<file path="src/hw/midi_cmd_cfg.svh">
// constants for the midi command interface: offsets, codes, timing
// Summary of operation
// - decode command bytes at once; act only on ff and 3f.
// - reset command leaves pass-through, stops serial engine, flushes both fifos.
// - reset outside pass-through loads acknowledge fe after resetting.
// - reset inside pass-through resets fully but gives no acknowledge.
// - in reset state, drop serial input bytes and host data writes.
// - reset state follows the reset command and power-on reset.
// - pass-through command flushes both fifos, acknowledges fe, enables serial.
// - pass-through moves host writes to tx and rx bytes to reads.
// - pass-through command while in pass-through does nothing.
// - acknowledge is the next byte read, after any flush.
// - frames are 31.25 kbaud, start, eight data, no parity, stop.
// - data bytes travel least significant bit first.
// - bit period is 32 microseconds for transmit and receive.
// - full duplex with separate 16-byte tx and rx fifos.
// - activate clear disables decoder, holds interrupt low, low power.
// - activate set enables decoder, interrupt and full power.
// - base address high byte at index 60, low byte at 61.
// - data at base, status read and command write at base plus one.
// - status bit 6 busy, bit 7 low while read data waits.
// - interrupt high while read data waits, low once all is read.
`ifndef MIDI_CMD_CFG_SVH
`define MIDI_CMD_CFG_SVH

`define CMD_RESET      8'hff
`define CMD_PASS       8'h3f
`define ACK_BYTE       8'hfe
`define IDLE_READ      8'h00
`define IDX_ACTIVATE   8'h30
`define IDX_BASE_HI    8'h60
`define IDX_BASE_LO    8'h61
`define BASE_HI_RST    8'h01
`define BASE_LO_RST    8'h00
`define STAT_EMPTY_BIT 7
`define STAT_BUSY_BIT  6
`define FIFO_DEPTH     16
`define CLK_PERIOD_NS  4
`define BIT_TIME_NS    32000
`define BIT_CYCLES     (`BIT_TIME_NS / `CLK_PERIOD_NS)
`define FRAME_LAST     4'd9
`define DATA_BITS      4'd8

`endif

</file>
<file path="src/hw/midi_cmd_pkg.sv">
// types shared by the midi command interface
package midi_cmd_pkg;
	typedef enum logic [1:0] {
		MODE_IDLE = 2'b01,
		MODE_PASS = 2'b10
	} mode_t;
	typedef enum logic [1:0] {
		TX_IDLE  = 2'b01,
		TX_SHIFT = 2'b10
	} tx_state_t;
	typedef enum logic [2:0] {
		RX_IDLE  = 3'b001,
		RX_START = 3'b010,
		RX_DATA  = 3'b100
	} rx_state_t;
endpackage

</file>
<file path="src/hw/midi_command_interface.sv">
// midi command interface: host port, command decoder, serial engine
//
// The strobed register port is this design's own decision.
`timescale 1ns/1ps
`include "midi_cmd_cfg.svh"
module midi_command_interface #(
	parameter int DEPTH      = `FIFO_DEPTH,
	parameter int BIT_CYCLES = `BIT_CYCLES
) (
	input  wire logic        clk_sys_i,
	input  wire logic        rst_i,
	input  wire logic [15:0] io_addr_i,
	input  wire logic [7:0]  io_wdata_i,
	input  wire logic        io_wr_i,
	input  wire logic        io_rd_i,
	output logic      [7:0]  io_rdata_o,
	input  wire logic [7:0]  cfg_addr_i,
	input  wire logic [7:0]  cfg_wdata_i,
	input  wire logic        cfg_wr_i,
	input  wire logic        cfg_rd_i,
	output logic      [7:0]  cfg_rdata_o,
	input  wire logic        serial_music_in_i,
	output logic             serial_music_out_o,
	output logic             irq_o,
	output logic             power_on_o,
	output midi_cmd_pkg::mode_t mode_o
);
	import midi_cmd_pkg::*;

	localparam int PW = $clog2(DEPTH);
	localparam int CW = $clog2(BIT_CYCLES + 1);
	localparam logic [CW-1:0] BIT_LAST = CW'(BIT_CYCLES - 1);
	localparam logic [CW-1:0] HALF_LAST = CW'(BIT_CYCLES / 2 - 1);
	localparam logic [PW:0] DEPTH_W = (PW+1)'(DEPTH);

	typedef struct packed {
		mode_t                   mode;
		logic                    ack;
		logic [DEPTH-1:0][7:0]   rxm;
		logic [PW:0]             rxw;
		logic [PW:0]             rxr;
		logic [DEPTH-1:0][7:0]   txm;
		logic [PW:0]             txw;
		logic [PW:0]             txr;
		tx_state_t               txs;
		logic [CW-1:0]           txc;
		logic [3:0]              txn;
		logic [9:0]              txsh;
		logic                    txo;
		logic                    rxi;
		rx_state_t               rxs;
		logic [CW-1:0]           rxc;
		logic [3:0]              rxn;
		logic [7:0]              rxsh;
		logic [7:0]              rd;
		logic [7:0]              crd;
		logic                    act;
		logic [7:0]              bhi;
		logic [7:0]              blo;
	} state_t;

	localparam state_t ST_RST = '{
		mode: MODE_IDLE,
		txs:  TX_IDLE,
		rxs:  RX_IDLE,
		txo:  1'b1,
		rxi:  1'b1,
		bhi:  `BASE_HI_RST,
		blo:  `BASE_LO_RST,
		default: '0
	};

	state_t q_r;
	state_t q_nxt;

	logic              hit;
	logic              data_rd;
	logic              data_wr;
	logic              stat_rd;
	logic              cmd_wr;
	logic              in_pass;
	logic              rx_empty;
	logic              rx_full;
	logic              tx_empty;
	logic              tx_full;
	logic              avail;
	logic [PW:0]       rx_cnt;
	logic [PW:0]       tx_cnt;

	// occupancy and decode from registered state only
	assign in_pass  = (q_r.mode == MODE_PASS);
	assign rx_cnt   = q_r.rxw - q_r.rxr;
	assign tx_cnt   = q_r.txw - q_r.txr;
	assign rx_empty = (rx_cnt == '0);
	assign rx_full  = (rx_cnt == DEPTH_W);
	assign tx_empty = (tx_cnt == '0);
	assign tx_full  = (tx_cnt == DEPTH_W);
	assign avail    = q_r.ack | ~rx_empty;
	// decoder is dead while deactivated; base low bit is ignored
	assign hit      = q_r.act &&
		(io_addr_i[15:1] == {q_r.bhi, q_r.blo[7:1]});
	assign data_rd  = hit && io_rd_i && !io_addr_i[0];
	assign data_wr  = hit && io_wr_i && !io_addr_i[0];
	assign stat_rd  = hit && io_rd_i && io_addr_i[0];
	assign cmd_wr   = hit && io_wr_i && io_addr_i[0];

	// next-state logic: host port, serial engines, then commands
	always_comb begin
		q_nxt     = q_r;
		q_nxt.rd  = `IDLE_READ;
		q_nxt.crd = 8'h00;
		q_nxt.rxi = serial_music_in_i;

		// data read: a waiting acknowledge goes before fifo data
		if (data_rd) begin
			if (q_r.ack) begin
				q_nxt.rd  = `ACK_BYTE;
				q_nxt.ack = 1'b0;
			end else if (!rx_empty) begin
				q_nxt.rd  = q_r.rxm[q_r.rxr[PW-1:0]];
				q_nxt.rxr = q_r.rxr + 1'b1;
			end
		end
		if (stat_rd) begin
			q_nxt.rd[`STAT_EMPTY_BIT] = ~avail;
			q_nxt.rd[`STAT_BUSY_BIT]  = tx_full;
		end
		// host bytes reach the tx fifo only in pass-through
		if (data_wr && in_pass && !tx_full) begin
			q_nxt.txm[q_r.txw[PW-1:0]] = io_wdata_i;
			q_nxt.txw = q_r.txw + 1'b1;
		end

		// transmitter: one frame of ten bits, lsb first
		case (q_r.txs)
			TX_IDLE: begin
				q_nxt.txo = 1'b1;
				if (!tx_empty && in_pass) begin
					q_nxt.txsh = {1'b1, q_r.txm[q_r.txr[PW-1:0]],
						1'b0};
					q_nxt.txr = q_r.txr + 1'b1;
					q_nxt.txo = 1'b0;
					q_nxt.txc = '0;
					q_nxt.txn = 4'd0;
					q_nxt.txs = TX_SHIFT;
				end
			end
			TX_SHIFT: begin
				q_nxt.txc = q_r.txc + 1'b1;
				if (q_r.txc == BIT_LAST) begin
					q_nxt.txc = '0;
					if (q_r.txn == `FRAME_LAST) begin
						q_nxt.txs = TX_IDLE;
						q_nxt.txo = 1'b1;
					end else begin
						q_nxt.txn  = q_r.txn + 4'd1;
						q_nxt.txsh = {1'b1, q_r.txsh[9:1]};
						q_nxt.txo  = q_r.txsh[1];
					end
				end
			end
			default: begin
				q_nxt.txs = TX_IDLE;
			end
		endcase

		// receiver: verify start at mid-bit, then sample each middle
		case (q_r.rxs)
			RX_IDLE: begin
				q_nxt.rxc = '0;
				if (!q_r.rxi) begin
					q_nxt.rxs = RX_START;
				end
			end
			RX_START: begin
				q_nxt.rxc = q_r.rxc + 1'b1;
				if (q_r.rxc == HALF_LAST) begin
					q_nxt.rxc = '0;
					q_nxt.rxn = 4'd0;
					// a glitch shorter than half a bit is not a frame
					q_nxt.rxs = q_r.rxi ? RX_IDLE : RX_DATA;
				end
			end
			RX_DATA: begin
				q_nxt.rxc = q_r.rxc + 1'b1;
				if (q_r.rxc == BIT_LAST) begin
					q_nxt.rxc = '0;
					if (q_r.rxn != `DATA_BITS) begin
						q_nxt.rxsh = {q_r.rxi, q_r.rxsh[7:1]};
						q_nxt.rxn  = q_r.rxn + 4'd1;
					end else begin
						q_nxt.rxs = RX_IDLE;
						// bad stop bit, full fifo or idle mode drops it
						if (q_r.rxi && in_pass && !rx_full) begin
							q_nxt.rxm[q_r.rxw[PW-1:0]] = q_r.rxsh;
							q_nxt.rxw = q_r.rxw + 1'b1;
						end
					end
				end
			end
			default: begin
				q_nxt.rxs = RX_IDLE;
			end
		endcase

		// commands after both engines, so their flush beats any push this cycle
		if (cmd_wr) begin
			case (io_wdata_i)
				`CMD_RESET: begin
					q_nxt.mode = MODE_IDLE;
					q_nxt.ack  = ~in_pass;
					q_nxt.rxr  = q_nxt.rxw;
					q_nxt.txr  = q_nxt.txw;
					q_nxt.txs  = TX_IDLE;
					q_nxt.txo  = 1'b1;
					q_nxt.rxs  = RX_IDLE;
				end
				`CMD_PASS: begin
					if (!in_pass) begin
						q_nxt.mode = MODE_PASS;
						q_nxt.ack  = 1'b1;
						q_nxt.rxr  = q_nxt.rxw;
						q_nxt.txr  = q_nxt.txw;
						q_nxt.rxs  = RX_IDLE;
					end
				end
				default: begin
				end
			endcase
		end

		// configuration port: activate and base address bytes
		if (cfg_wr_i) begin
			case (cfg_addr_i)
				`IDX_ACTIVATE: q_nxt.act = cfg_wdata_i[0];
				`IDX_BASE_HI: q_nxt.bhi = cfg_wdata_i;
				`IDX_BASE_LO: q_nxt.blo = cfg_wdata_i;
				default: begin
				end
			endcase
		end
		if (cfg_rd_i) begin
			case (cfg_addr_i)
				`IDX_ACTIVATE: q_nxt.crd = {7'h00, q_r.act};
				`IDX_BASE_HI: q_nxt.crd = q_r.bhi;
				`IDX_BASE_LO: q_nxt.crd = q_r.blo;
				default: q_nxt.crd = 8'h00;
			endcase
		end
	end

	// single state register; reset gives idle mode and empty buffers
	always_ff @(posedge clk_sys_i or posedge rst_i) begin
		if (rst_i) begin
			q_r <= ST_RST;
		end else begin
			q_r <= q_nxt;
		end
	end

	// interrupt gated by activate; power follows activate
	assign irq_o              = q_r.act & avail;
	assign power_on_o         = q_r.act;
	assign io_rdata_o         = q_r.rd;
	assign cfg_rdata_o        = q_r.crd;
	assign serial_music_out_o = q_r.txo;
	assign mode_o             = q_r.mode;
endmodule

</file>
<file path="config.mk">
export PLATFORM = sky130hd
export DESIGN_NAME = midi_command_interface
export DESIGN_NICKNAME = d
export VERILOG_FILES = /design/src/hw/midi_cmd_pkg.sv /design/src/hw/midi_command_interface.sv
export VERILOG_INCLUDE_DIRS = /design/src /design/src/hw
export SDC_FILE = /design/constraint.sdc
export NUM_CORES = 1
export LEC_CHECK = 0
export CAP_MARGIN = 20
export CORE_ASPECT_RATIO = 1.75
export CORE_MARGIN = 2
export CORE_UTILIZATION = 55
export CTS_BUF_LIST = sky130_fd_sc_hd__clkbuf_4
export DETAILED_ROUTE_END_ITERATION = 12
export DONT_BUFFER_PORTS = 1
export PLACE_DENSITY = 0.7
export SLEW_MARGIN = 40
export SYNTH_ARGS = -nofsm -noshare
export SYNTH_HDL_FRONTEND = slang
export SYNTH_SLANG_ARGS = --single-unit
</file>
<file path="constraint.sdc">
create_clock -name clk_sys_i -period 12.2 [get_ports clk_sys_i]
set_clock_uncertainty 0.15 [all_clocks]
set_input_delay 0.61 -clock clk_sys_i [delete_from_list [all_inputs] [get_ports clk_sys_i]]
set_output_delay 0.61 -clock clk_sys_i [all_outputs]
set_load 0.05 [all_outputs]
</file>
==> out/qor.json, run 1 <==
{
  "grt_antenna_before_repair": 2,
  "synth_top_area_cell": "sky130_fd_sc_hd__dfrtp_1",
  "synth_most_common_cell": "sky130_fd_sc_hd__dfrtp_1",
  "die_height_um": 243,
  "portBuffers": 0,
  "syn_avg_cell_area_um2": 13.0,
  "fill_cells": 2575,
  "timing_worst_setup_path_type": "reg -> out",
  "post-route-worst-setup-slack_ns": 7.79,
  "synthCells": 1378,
  "drt_pass1_iterations": 4,
  "grt_overflow_total": 0,
  "cts_buffer_depth": 3,
  "fp.dieW_um": 141,
  "ir_drop_mv": 0.103,
  "gp_routability_congestion": 0.830,
  "synth_edf_count": 0,
  "first_global_vias": 12300,
  "hold_slack_ns": 0.0491,
  "drt-vias-per-instance": 6.05,
  "synth.distinct_cells": 72,
  "setup_violations": 0,
  "timing_max_transition_violations_final": 0,
  "max_freq_mhz": 227,
  "synthToLayoutAreaGrowth_pct": 8.69,
  "clk_pin_slew_worst_paths_ns": 0.06,
  "critical_path.slowest_cell": "sky130_fd_sc_hd__dfrtp_1",
  "cp_data_required_time_ns": 11.44,
  "grtUsageTotal_pct": 25.2,
  "synth_top_area_share_pct": 50.7,
  "sequential_fraction_of_the_synthesis_area_pct": 51.6,
  "period_needed_ns": 4.41,
  "clkSinkCount": 370,
  "drt-initial-drc-count": 487,
  "boundaryPins": 68,
  "worst_hold_path_type": "in -> reg",
  "synth.top_cells.by_count": "sky130_fd_sc_hd__dfrtp_1, sky130_fd_sc_hd__mux2_1, sky130_fd_sc_hd__mux2_2",
  "grt_max_degree": 141,
  "setup.worst_path.start_class": "flop",
  "yosys_register_bits": 370,
  "rsz0062_at_grt": "no",
  "wire_per_inst_um": 22.1,
  "dp_hpwl_um": 28400,
  "grt_first_pass_wirelength_um": 66300,
  "fin_nets": 1478,
  "resized_after_cts": 0,
  "setup_total_negative_slack_ns": 0,
  "power.leakage_nw": 9.45,
  "cts_htree_levels": 3,
  "cts_tree": "yes",
  "pre_cts_slack_ns": 8.25,
  "layout-drive-gt1-share_pct": 23.4,
  "std_cell_rows": 87,
  "critical_path.cell_chain": "inv_1 -> ha_1 -> or2_0 -> a2111o_1 -> a21o_1 -> o21bai_1 -> nor2_1 -> nor2b_2",
  "routed_wl_um": 41500,
  "yosysWarningCount": 0,
  "synth_area_mm2": 0.0180,
  "tightest_slew_ns": 0.789,
  "maxCapViolations": 0,
  "setup.worst_path.end_class": "primary output",
  "worst_slew_margin_rel_pct": 47.2,
  "tritoncts.num_buffers": 88,
  "power.density_mw_per_mm2": 131,
  "report.power.total_mw": 2.55,
  "start_util_pct": 55.8,
  "finalCritPeriodShare_pct": 36.1,
  "drtAntennaViolNets": 0,
  "worstSkewPairLatency_ns": 0.81,
  "crit_path_max_fanout": 11,
  "vias": 11300,
  "worst_path_largest_cell_delay_ns": 0.68,
  "cp_data_arrival_time_ns": 3.65,
  "synth_fp_nets": 1451,
  "result_of_the_run": "completed",
  "timing_hold_violations_final": 0,
  "synth_flop_cell": "sky130_fd_sc_hd__dfrtp_1",
  "coreArea_mm2": 0.0322,
  "cts.root.buffer_cell": "sky130_fd_sc_hd__clkbuf_4",
  "leading_cell_types_by_total_area_after_synthesis": "sky130_fd_sc_hd__dfrtp_1, sky130_fd_sc_hd__mux2_1, sky130_fd_sc_hd__mux4_2",
  "synth_async_sr_flop_share_pct": 100,
  "detail_route.drc_violations": 0,
  "die-area_mm2": 0.0342
}
worst max-delay path: cells and delay by family (launching register included):
family	cells	cell delay, ns
and+or+nand+nor	3	0.77
buffers and inverters	1	0.16
AOI/OAI and AO/OA	3	0.87
adders and majority gates	1	0.37
DFF	1	0.68
repair_timing:
| item | in CTS | in global routing |
|---|---|---|
| hold endpoints to repair | 299 | 0 |
| buffers inserted | 0 | 0 |
| hold buffers | 24 | 0 |
| setup endpoints to repair | 0 | 0 |
cells in the final DEF (no fill, tap or decap), drive strengths merged, types with 12 or more instances in the layout:
master / netlist / routed
o21ai: 50 / 50
nor2: 61 / 61
dfrtp: 364 / 364
nor4: 12 / 12
mux2: 289 / 289
nand3: 35 / 35
nand4: 13 / 13
mux2i: 17 / 17
inv: 28 / 29
dlygate4sd3: 0 / 24
xnor2: 20 / 20
mux4: 70 / 70
a21oi: 30 / 30
nand2: 85 / 85
nor2b: 13 / 13
and3: 32 / 32
clkbuf: 50 / 136
xor2: 19 / 19
clkinv: 1 / 21
ha: 26 / 26
report_power, final:
group / internal (mW) / leakage (nW) / switching [mW]
Clock: 0.524 / 0.671 / 0.491
Sequential: 1.25 / 5.11 / 0.0323
Combinational: 0.0916 / 3.66 / 0.167
layout make-up:
| type | instances | area [um2] | share of cell area [%] |
|---|---|---|---|
| Antenna cell | 3 | 7.51 | 0.0384 |
| Clock buffer | 135 | 1010 | 5.19 |
| Clock inverter | 23 | 116 | 0.596 |
| Inverter | 29 | 121 | 0.621 |
| Multi-Input combinational cell | 881 | 8170 | 41.8 |
| Sequential cell | 370 | 9270 | 47.5 |
| Tap cell | 400 | 500 | 2.56 |
| Timing Repair Buffer | 35 | 332 | 1.70 |
logic make-up after synthesis:
kind of cell    after synthesis  synth area share (%)
flops                       370                  51.6
xor+xnor                     40                  2.03
compound gates              135                  4.69
mux                         376                  27.9
fa+ha+maj                    26                  1.81
simple gates                304                  8.86
buf+inv                     127                  3.20
stage by stage:
stage	instances	instance area, um2	util, %
after floorplan	1378	18000	-
after global placement	1689	18100	56.2
after detailed placement	1691	18100	56.3
after CTS	1873	19500	60.6
after global routing	1875	19500	60.6
final	1876	19500	60.6
flip-flops by register name, indices dropped and copies added (netlist names):
name                flops
mode_o                  2
serial_music_out_o      1
q_r                   350
cfg_rdata_o             8
power_on_o              1
io_rdata_o              8
routing by layer:
metal | global-route usage (%) | routed length [um] | up-vias
met5 | 0 | 0 | -
met4 | 14.0 | 2010 | 0
met3 | 4.71 | 1990 | 110
met2 | 45.3 | 22500 | 301
met1 | 27.9 | 15000 | 5815
li1 | - | - | 5116
worst paths after layout:
check	slack [ns]	to	from	cells past startpoint
max	7.79	irq_o	q_r[233]	8
min	0.05	serial_music_out_o	io_wdata_i[6]	3
max reg2reg	8.23	q_r[190]	q_r[93]	11
min reg2reg	0.33	q_r[257]	q_r[257]	1
max in group asynchronous	9.72	q_r[288]	rst_i	4
min in group asynchronous	0.30	q_r[79]	rst_i	2
Note: power is estimated with default switching activity, not from simulation.
==> inputs of run 2 (changes only) <==
Settings changed: ABC_AREA from default to 1.
Clock period 12.2 ns to 4.6 ns, I/O delays scaled along.
==> run 2 against run 1 <==
Setup slack got worse by 7.6 ns. Register-to-register slack got worse by 8.1 ns. Final area rose by 7.3%. Critical path type is now reg -> reg. Routed wire length rose by 24%. Global-route usage rose by 3.5 points.
==> out/qor.json, run 2 <==
{
  "most-common-layout-cells": "sky130_fd_sc_hd__nand2_1, sky130_fd_sc_hd__dfrtp_1, sky130_fd_sc_hd__inv_1",
  "crit_path_max_fanout": 6,
  "ff2ff_path_depth": 16,
  "setup_total_negative_slack_ns": 0,
  "timing_worst_setup_path_type": "reg -> reg",
  "portBuffers": 0,
  "tightest_slew_ns": 0.886,
  "cts.root.buffer_cell": "sky130_fd_sc_hd__clkbuf_4",
  "drtAntennaViolNets": 0,
  "rsz0062_at_grt": "yes",
  "ir_drop_mv": 0.196,
  "std_cell_rows": 90,
  "leading_cell_types_by_total_area_after_synthesis": "sky130_fd_sc_hd__dfrtp_1, sky130_fd_sc_hd__nand2_1, sky130_fd_sc_hd__a21oi_1",
  "synth_area_mm2": 0.0191,
  "wire_per_inst_um": 17.2,
  "seqCellArea_mm2": 0.00927,
  "power.density_mw_per_mm2": 298,
  "synth_most_common_cell": "sky130_fd_sc_hd__nand2_1",
  "grt_antenna_before_repair": 2,
  "most_common_cell_after_layout_fill_and_taps_aside": "sky130_fd_sc_hd__nand2_1",
  "timing.hold.worst_endpoint": "io_rdata_o[0]",
  "routed_wl_um": 51400,
  "regToRegEndpoint": "io_rdata_o[6]",
  "die_height_um": 251,
  "worst_hold_path_type": "in -> reg",
  "grt_util_met1_pct": 31.2,
  "die-area_mm2": 0.0363,
  "fin_nets": 2542,
  "drt-initial-drc-count": 1117,
  "r2r_slack_ns": 0.17,
  "timing_hold_violations_final": 0,
  "vias": 16500,
  "pre_cts_slack_ns": 1.28,
  "synth_fp_nets": 2498,
  "dp_hpwl_um": 34200,
  "grt_first_pass_wirelength_um": 83900,
  "synthCells": 2425,
  "start_util_pct": 55.7,
  "post-route-worst-setup-slack_ns": 0.173,
  "finalCritPeriodShare_pct": 96.2,
  "sequential_fraction_of_the_synthesis_area_pct": 48.4,
  "detail_route.drc_violations": 0,
  "grtUsageTotal_pct": 28.8,
  "layout-drive-gt1-share_pct": 9.54,
  "max_freq_mhz": 226,
  "first_global_vias": 16700,
  "coreArea_mm2": 0.0343,
  "fp.dieW_um": 145,
  "result_of_the_run": "completed",
  "synth_edf_count": 0,
  "cp_data_arrival_time_ns": 4.91,
  "synth_top_area_share_pct": 47.6,
  "gp_routability_congestion": 0.913,
  "tritoncts.num_buffers": 89,
  "synth.distinct_cells": 51,
  "timing_max_transition_violations_final": 0,
  "setup_violations": 0,
  "synth_flop_cell": "sky130_fd_sc_hd__dfrtp_1",
  "synth_top_area_cell": "sky130_fd_sc_hd__dfrtp_1",
  "boundaryPins": 68,
  "cts_buffer_depth": 3,
  "placed_area_mm2": 0.0191,
  "finalInstanceArea_mm2": 0.0210,
  "synth_async_sr_flop_share_pct": 100,
  "clk_pin_slew_worst_paths_ns": 0.08,
  "synth.top_cells.by_count": "sky130_fd_sc_hd__nand2_1, sky130_fd_sc_hd__dfrtp_1, sky130_fd_sc_hd__inv_1",
  "grt_util_met3_pct": 4.35,
  "maxCapViolations": 0,
  "cts_htree_levels": 3,
  "drt-vias-per-instance": 5.53,
  "yosys_register_bits": 370,
  "worstSkewPairLatency_ns": 0.81,
  "hp-start": "io_addr_i[10]",
  "drt_pass1_iterations": 5,
  "setup.worst_path.start_class": "flop",
  "globalRouteMet2Util_pct": 51.3,
  "worst_hold_path.num_cells": 9,
  "power.leakage_nw": 10.1,
  "synthToLayoutAreaGrowth_pct": 9.52,
  "clkSinkCount": 370,
  "worst_slew_margin_rel_pct": 40.8,
  "yosysWarningCount": 0,
  "footprint_of_the_multi_input_gates_mm2": 0.00802,
  "max_reg_flops": 350,
  "cts_tree": "yes",
  "total_setup_buffers_inserted_after_cts": 0,
  "setup.worst_path.end_class": "flop",
  "syn_avg_cell_area_um2": 7.89,
  "grt_overflow_total": 0,
  "top_register": "q_r",
  "fill_cells": 3145,
  "period_needed_ns": 4.43,
  "r2r-start": "q_r[15]",
  "top_usage_layer": "met2",
  "cp_data_required_time_ns": 5.08,
  "grt_max_degree": 140
}
run 2: repair_timing:
action	4_1_cts	5_1_grt
hold buffers	70	4
setup endpoints to repair	0	8
gates resized for setup	0	2
hold endpoints to repair	549	64
run 2: cells by family after synthesis:
group | share of synthesized area (%)
buf+inv | 9.71
fa+ha+maj | 1.70
flops | 48.4
compound gates | 18.0
simple gates | 21.3
xor+xnor | 0.824
run 2: per-layer routing:
metal / share of wire, % / wire length [um] / vias up
li1: - / - / 7963
met3: 4.8 / 2450 / 218
met1: 36 / 18700 / 7813
met4: 6.8 / 3500 / 0
met2: 52 / 26800 / 545
met5: 0 / 0 / -
run 2: worst max path at each step:
stage / start / to / slack, ns / depth (start not counted)
2_1_floorplan: rst_i / cfg_rdata_o[0] / -0.74 / 1
3_3_place_gp: q_r[94] / q_r[64] / 1.38 / 13
3_5_place_dp: q_r[94] / q_r[113] / 1.28 / 12
4_1_cts: q_r[7] / io_rdata_o[6] / 0.1 / 16
5_1_grt: q_r[15] / io_rdata_o[7] / -0.004 / 16
6_report: q_r[15] / io_rdata_o[6] / 0.17 / 16
run 2: area by class of cell:
cell class	count	share of cell area [%]
repair buffers	86	4.14
well taps	460	2.75
diodes	2	0.0239
inverters	305	5.51
multi-input cells	1617	38.3
flip-flops and latches	370	44.3
clock inverters	30	0.800
clock buffers	119	4.26
run 2: per-stage QoR:
step	util (%)	hold WS, ns	cells	total power, mW
2_1_floorplan	-	0.0845	2425	3.55
3_3_place_gp	55.7	-0.0165	2763	3.59
3_5_place_dp	55.7	-0.0145	2763	3.60
4_1_cts	60.8	0.00963	2982	6.30
5_1_grt	61.0	0.112	2988	6.51
6_report	61.0	0.0503	2989	6.24
run 2: report_power, final:
part	leakage [nW]	internal (mW)	total (mW)	switching [mW]
Sequential	4.47	3.28	3.30	0.0260
Clock	0.638	1.31	2.63	1.32
Combinational	4.98	0.0871	0.305	0.218
run 2: worst max-delay path, stage by stage, from the launching register on:
cell,delay [ns]
sky130_fd_sc_hd__dfrtp_1,0.38
sky130_fd_sc_hd__inv_1,0.05
sky130_fd_sc_hd__nand2_1,0.07
sky130_fd_sc_hd__nand2_1,0.05
sky130_fd_sc_hd__dlygate4sd3_1,0.55
sky130_fd_sc_hd__nor2_1,0.09
sky130_fd_sc_hd__dlygate4sd3_1,0.55
sky130_fd_sc_hd__nand2_1,0.04
sky130_fd_sc_hd__dlygate4sd3_1,0.55
sky130_fd_sc_hd__nor2_1,0.11
sky130_fd_sc_hd__dlygate4sd3_1,0.56
sky130_fd_sc_hd__nand2_1,0.16
sky130_fd_sc_hd__nor3_4,0.33
sky130_fd_sc_hd__inv_1,0.11
sky130_fd_sc_hd__nor2_1,0.19
sky130_fd_sc_hd__nand2_1,0.10
sky130_fd_sc_hd__o21ai_0,0.22
==> inputs of run 3 (changes only) <==
Settings changed: CORE_MARGIN 2 to default.
==> run 3 against run 2 <==
Critical path type unchanged. Largest cell class unchanged. Critical path depth shrank 1. Combinational power is essentially flat. Die area shrank 2.2%. Cell count grew 0.57%.
==> out/qor.json, run 3 (same netlist as run 2, synthesis figures left out) <==
{
  "setup_violations": 0,
  "worstSkewPairLatency_ns": 0.80,
  "timing_worst_setup_path_type": "reg -> reg",
  "worst_path_largest_cell_delay_ns": 0.60,
  "max_freq_mhz": 225,
  "fp.dieW_um": 143,
  "most-common-layout-cells": "sky130_fd_sc_hd__nand2_1, sky130_fd_sc_hd__dfrtp_1, sky130_fd_sc_hd__inv_1",
  "cts_buffer_depth": 3,
  "boundaryPins": 68,
  "setup.worst_path.start_class": "flop",
  "period_needed_ns": 4.45,
  "grtUsageTotal_pct": 30.3,
  "finalCritPeriodShare_pct": 96.6,
  "worst_hold_path.num_cells": 3,
  "coreArea_mm2": 0.0343,
  "top_register": "q_r",
  "crit_cells": 15,
  "drt_pass1_iterations": 6,
  "result_of_the_run": "completed",
  "worst_slew_margin_rel_pct": 38.0,
  "wire_per_inst_um": 17.1,
  "routed_wl_um": 51300,
  "synthToLayoutAreaGrowth_pct": 10.1,
  "critical_path.cell_chain": "inv_1 -> nand2_1 -> nand2_1 -> dlygate4sd3_1 -> nor2_1 -> dlygate4sd3_1 -> nand2_1 -> dlygate4sd3_1 -> nor2_1 -> dlygate4sd3_1 -> nand2_1 -> nor2_4 -> nand4_1 -> dlygate4sd3_1 -> nand2_1",
  "vias": 16600,
  "cp_data_required_time_ns": 5.17,
  "fin_util_pct": 61.3,
  "crit_path_max_fanout": 4,
  "std_cell_rows": 90,
  "critical_path.slowest_cell": "sky130_fd_sc_hd__dlygate4sd3_1",
  "cts_tree": "yes",
  "max_reg_flops": 350,
  "ff2ff_path_depth": 15,
  "drt-initial-drc-count": 999,
  "dp_hpwl_um": 34200,
  "rsz0062_at_grt": "yes",
  "power.density_mw_per_mm2": 299,
  "grt_antenna_before_repair": 3,
  "tritoncts.num_buffers": 91,
  "start_util_pct": 55.7,
  "clk_pin_slew_worst_paths_ns": 0.07,
  "tightest_slew_ns": 0.927,
  "portBuffers": 0,
  "gp_routability_congestion": 0.882,
  "drtAntennaViolNets": 0,
  "first_global_vias": 16500,
  "die_height_um": 249,
  "worst_hold_path_type": "in -> reg",
  "fill_cells": 3069,
  "maxCapViolations": 0,
  "drt-vias-per-instance": 5.51,
  "grt_overflow_total": 0,
  "detail_route.drc_violations": 0,
  "power.leakage_nw": 10.1,
  "ir_drop_mv": 0.180,
  "grt_first_pass_wirelength_um": 83300,
  "cts.root.buffer_cell": "sky130_fd_sc_hd__clkbuf_4",
  "fin_nets": 2552,
  "hold_slack_ns": 0.0355,
  "layout-drive-gt1-share_pct": 10.0,
  "timing_hold_violations_final": 0,
  "most_common_cell_after_layout_fill_and_taps_aside": "sky130_fd_sc_hd__nand2_1",
  "crit_path_buffers_inverters": 6,
  "grt_max_degree": 137,
  "timing.critical_path.max_delay_family": "buffers and inverters",
  "clkSinkCount": 370,
  "cts_htree_levels": 3,
  "timing_max_transition_violations_final": 0,
  "die-area_mm2": 0.0356,
  "cp_data_arrival_time_ns": 5.01,
  "setup.worst_path.end_class": "flop",
  "report.power.total_mw": 6.29
}
run 3: path summary, 6_finish.rpt:
check / startpoint / to / slack [ns]
max: q_r[15] / mode_o[1] / 0.15
min: cfg_wdata_i[7] / q_r[15] / 0.04
max reg2reg: q_r[15] / mode_o[1] / 0.15
min reg2reg: q_r[349] / q_r[349] / 0.33
max in group asynchronous: rst_i / q_r[92] / 3.05
min in group asynchronous: rst_i / q_r[205] / 0.45
run 3: worst register-to-register path: cells and delay by family (launching register included):
family	cells	cell delay (ns)
buf+inv	6	2.87
simple gates	9	0.95
flops	1	0.39
run 3: power breakdown:
group | switching [mW] | total (mW) | internal (mW) | leakage, nW
Sequential | 0.0284 | 3.31 | 3.28 | 4.47
Clock | 1.34 | 2.68 | 1.34 | 0.661
Combinational | 0.217 | 0.304 | 0.0872 | 5.01
run 3: metrics by stage:
step / instances / worst slack [ns] / TNS [ns] / area (um2)
2_1_floorplan: 2425 / -0.741 / -269.82 / 19100
3_3_place_gp: 2765 / 1.41 / 0 / 19100
3_5_place_dp: 2765 / 1.28 / 0 / 19100
4_1_cts: 2993 / 0.160 / 0 / 21000
5_1_grt: 3006 / -0.102 / -0.102 / 21100
6_report: 3006 / 0.154 / 0 / 21100
run 3: final cells by class:
class	count	area [um2]	share of cell area, %
flip-flops and latches	370	9270	44.0
multi-input cells	1617	8020	38.1
inverters	305	1150	5.46
clock buffers	128	961	4.56
repair buffers	94	931	4.42
well taps	460	576	2.73
clock inverters	28	149	0.707
diodes	4	10.0	0.0475
run 3: repair_timing:
action / in CTS / in global routing
buffers inserted: 0 / 1
hold buffers: 72 / 7
hold endpoints to repair: 555 / 134
resized for setup: 0 / 3
endpoints found under the setup margin: 0 / 14
run 3: per-layer routing:
layer  global-route usage, %  share of wire [%]  up-vias
met5                       0                  0        -
met4                    21.4                6.5        0
met3                    4.56                4.0      196
met2                    53.6                 53      482
met1                    32.4                 37     7894
li1                        -                  -     7988
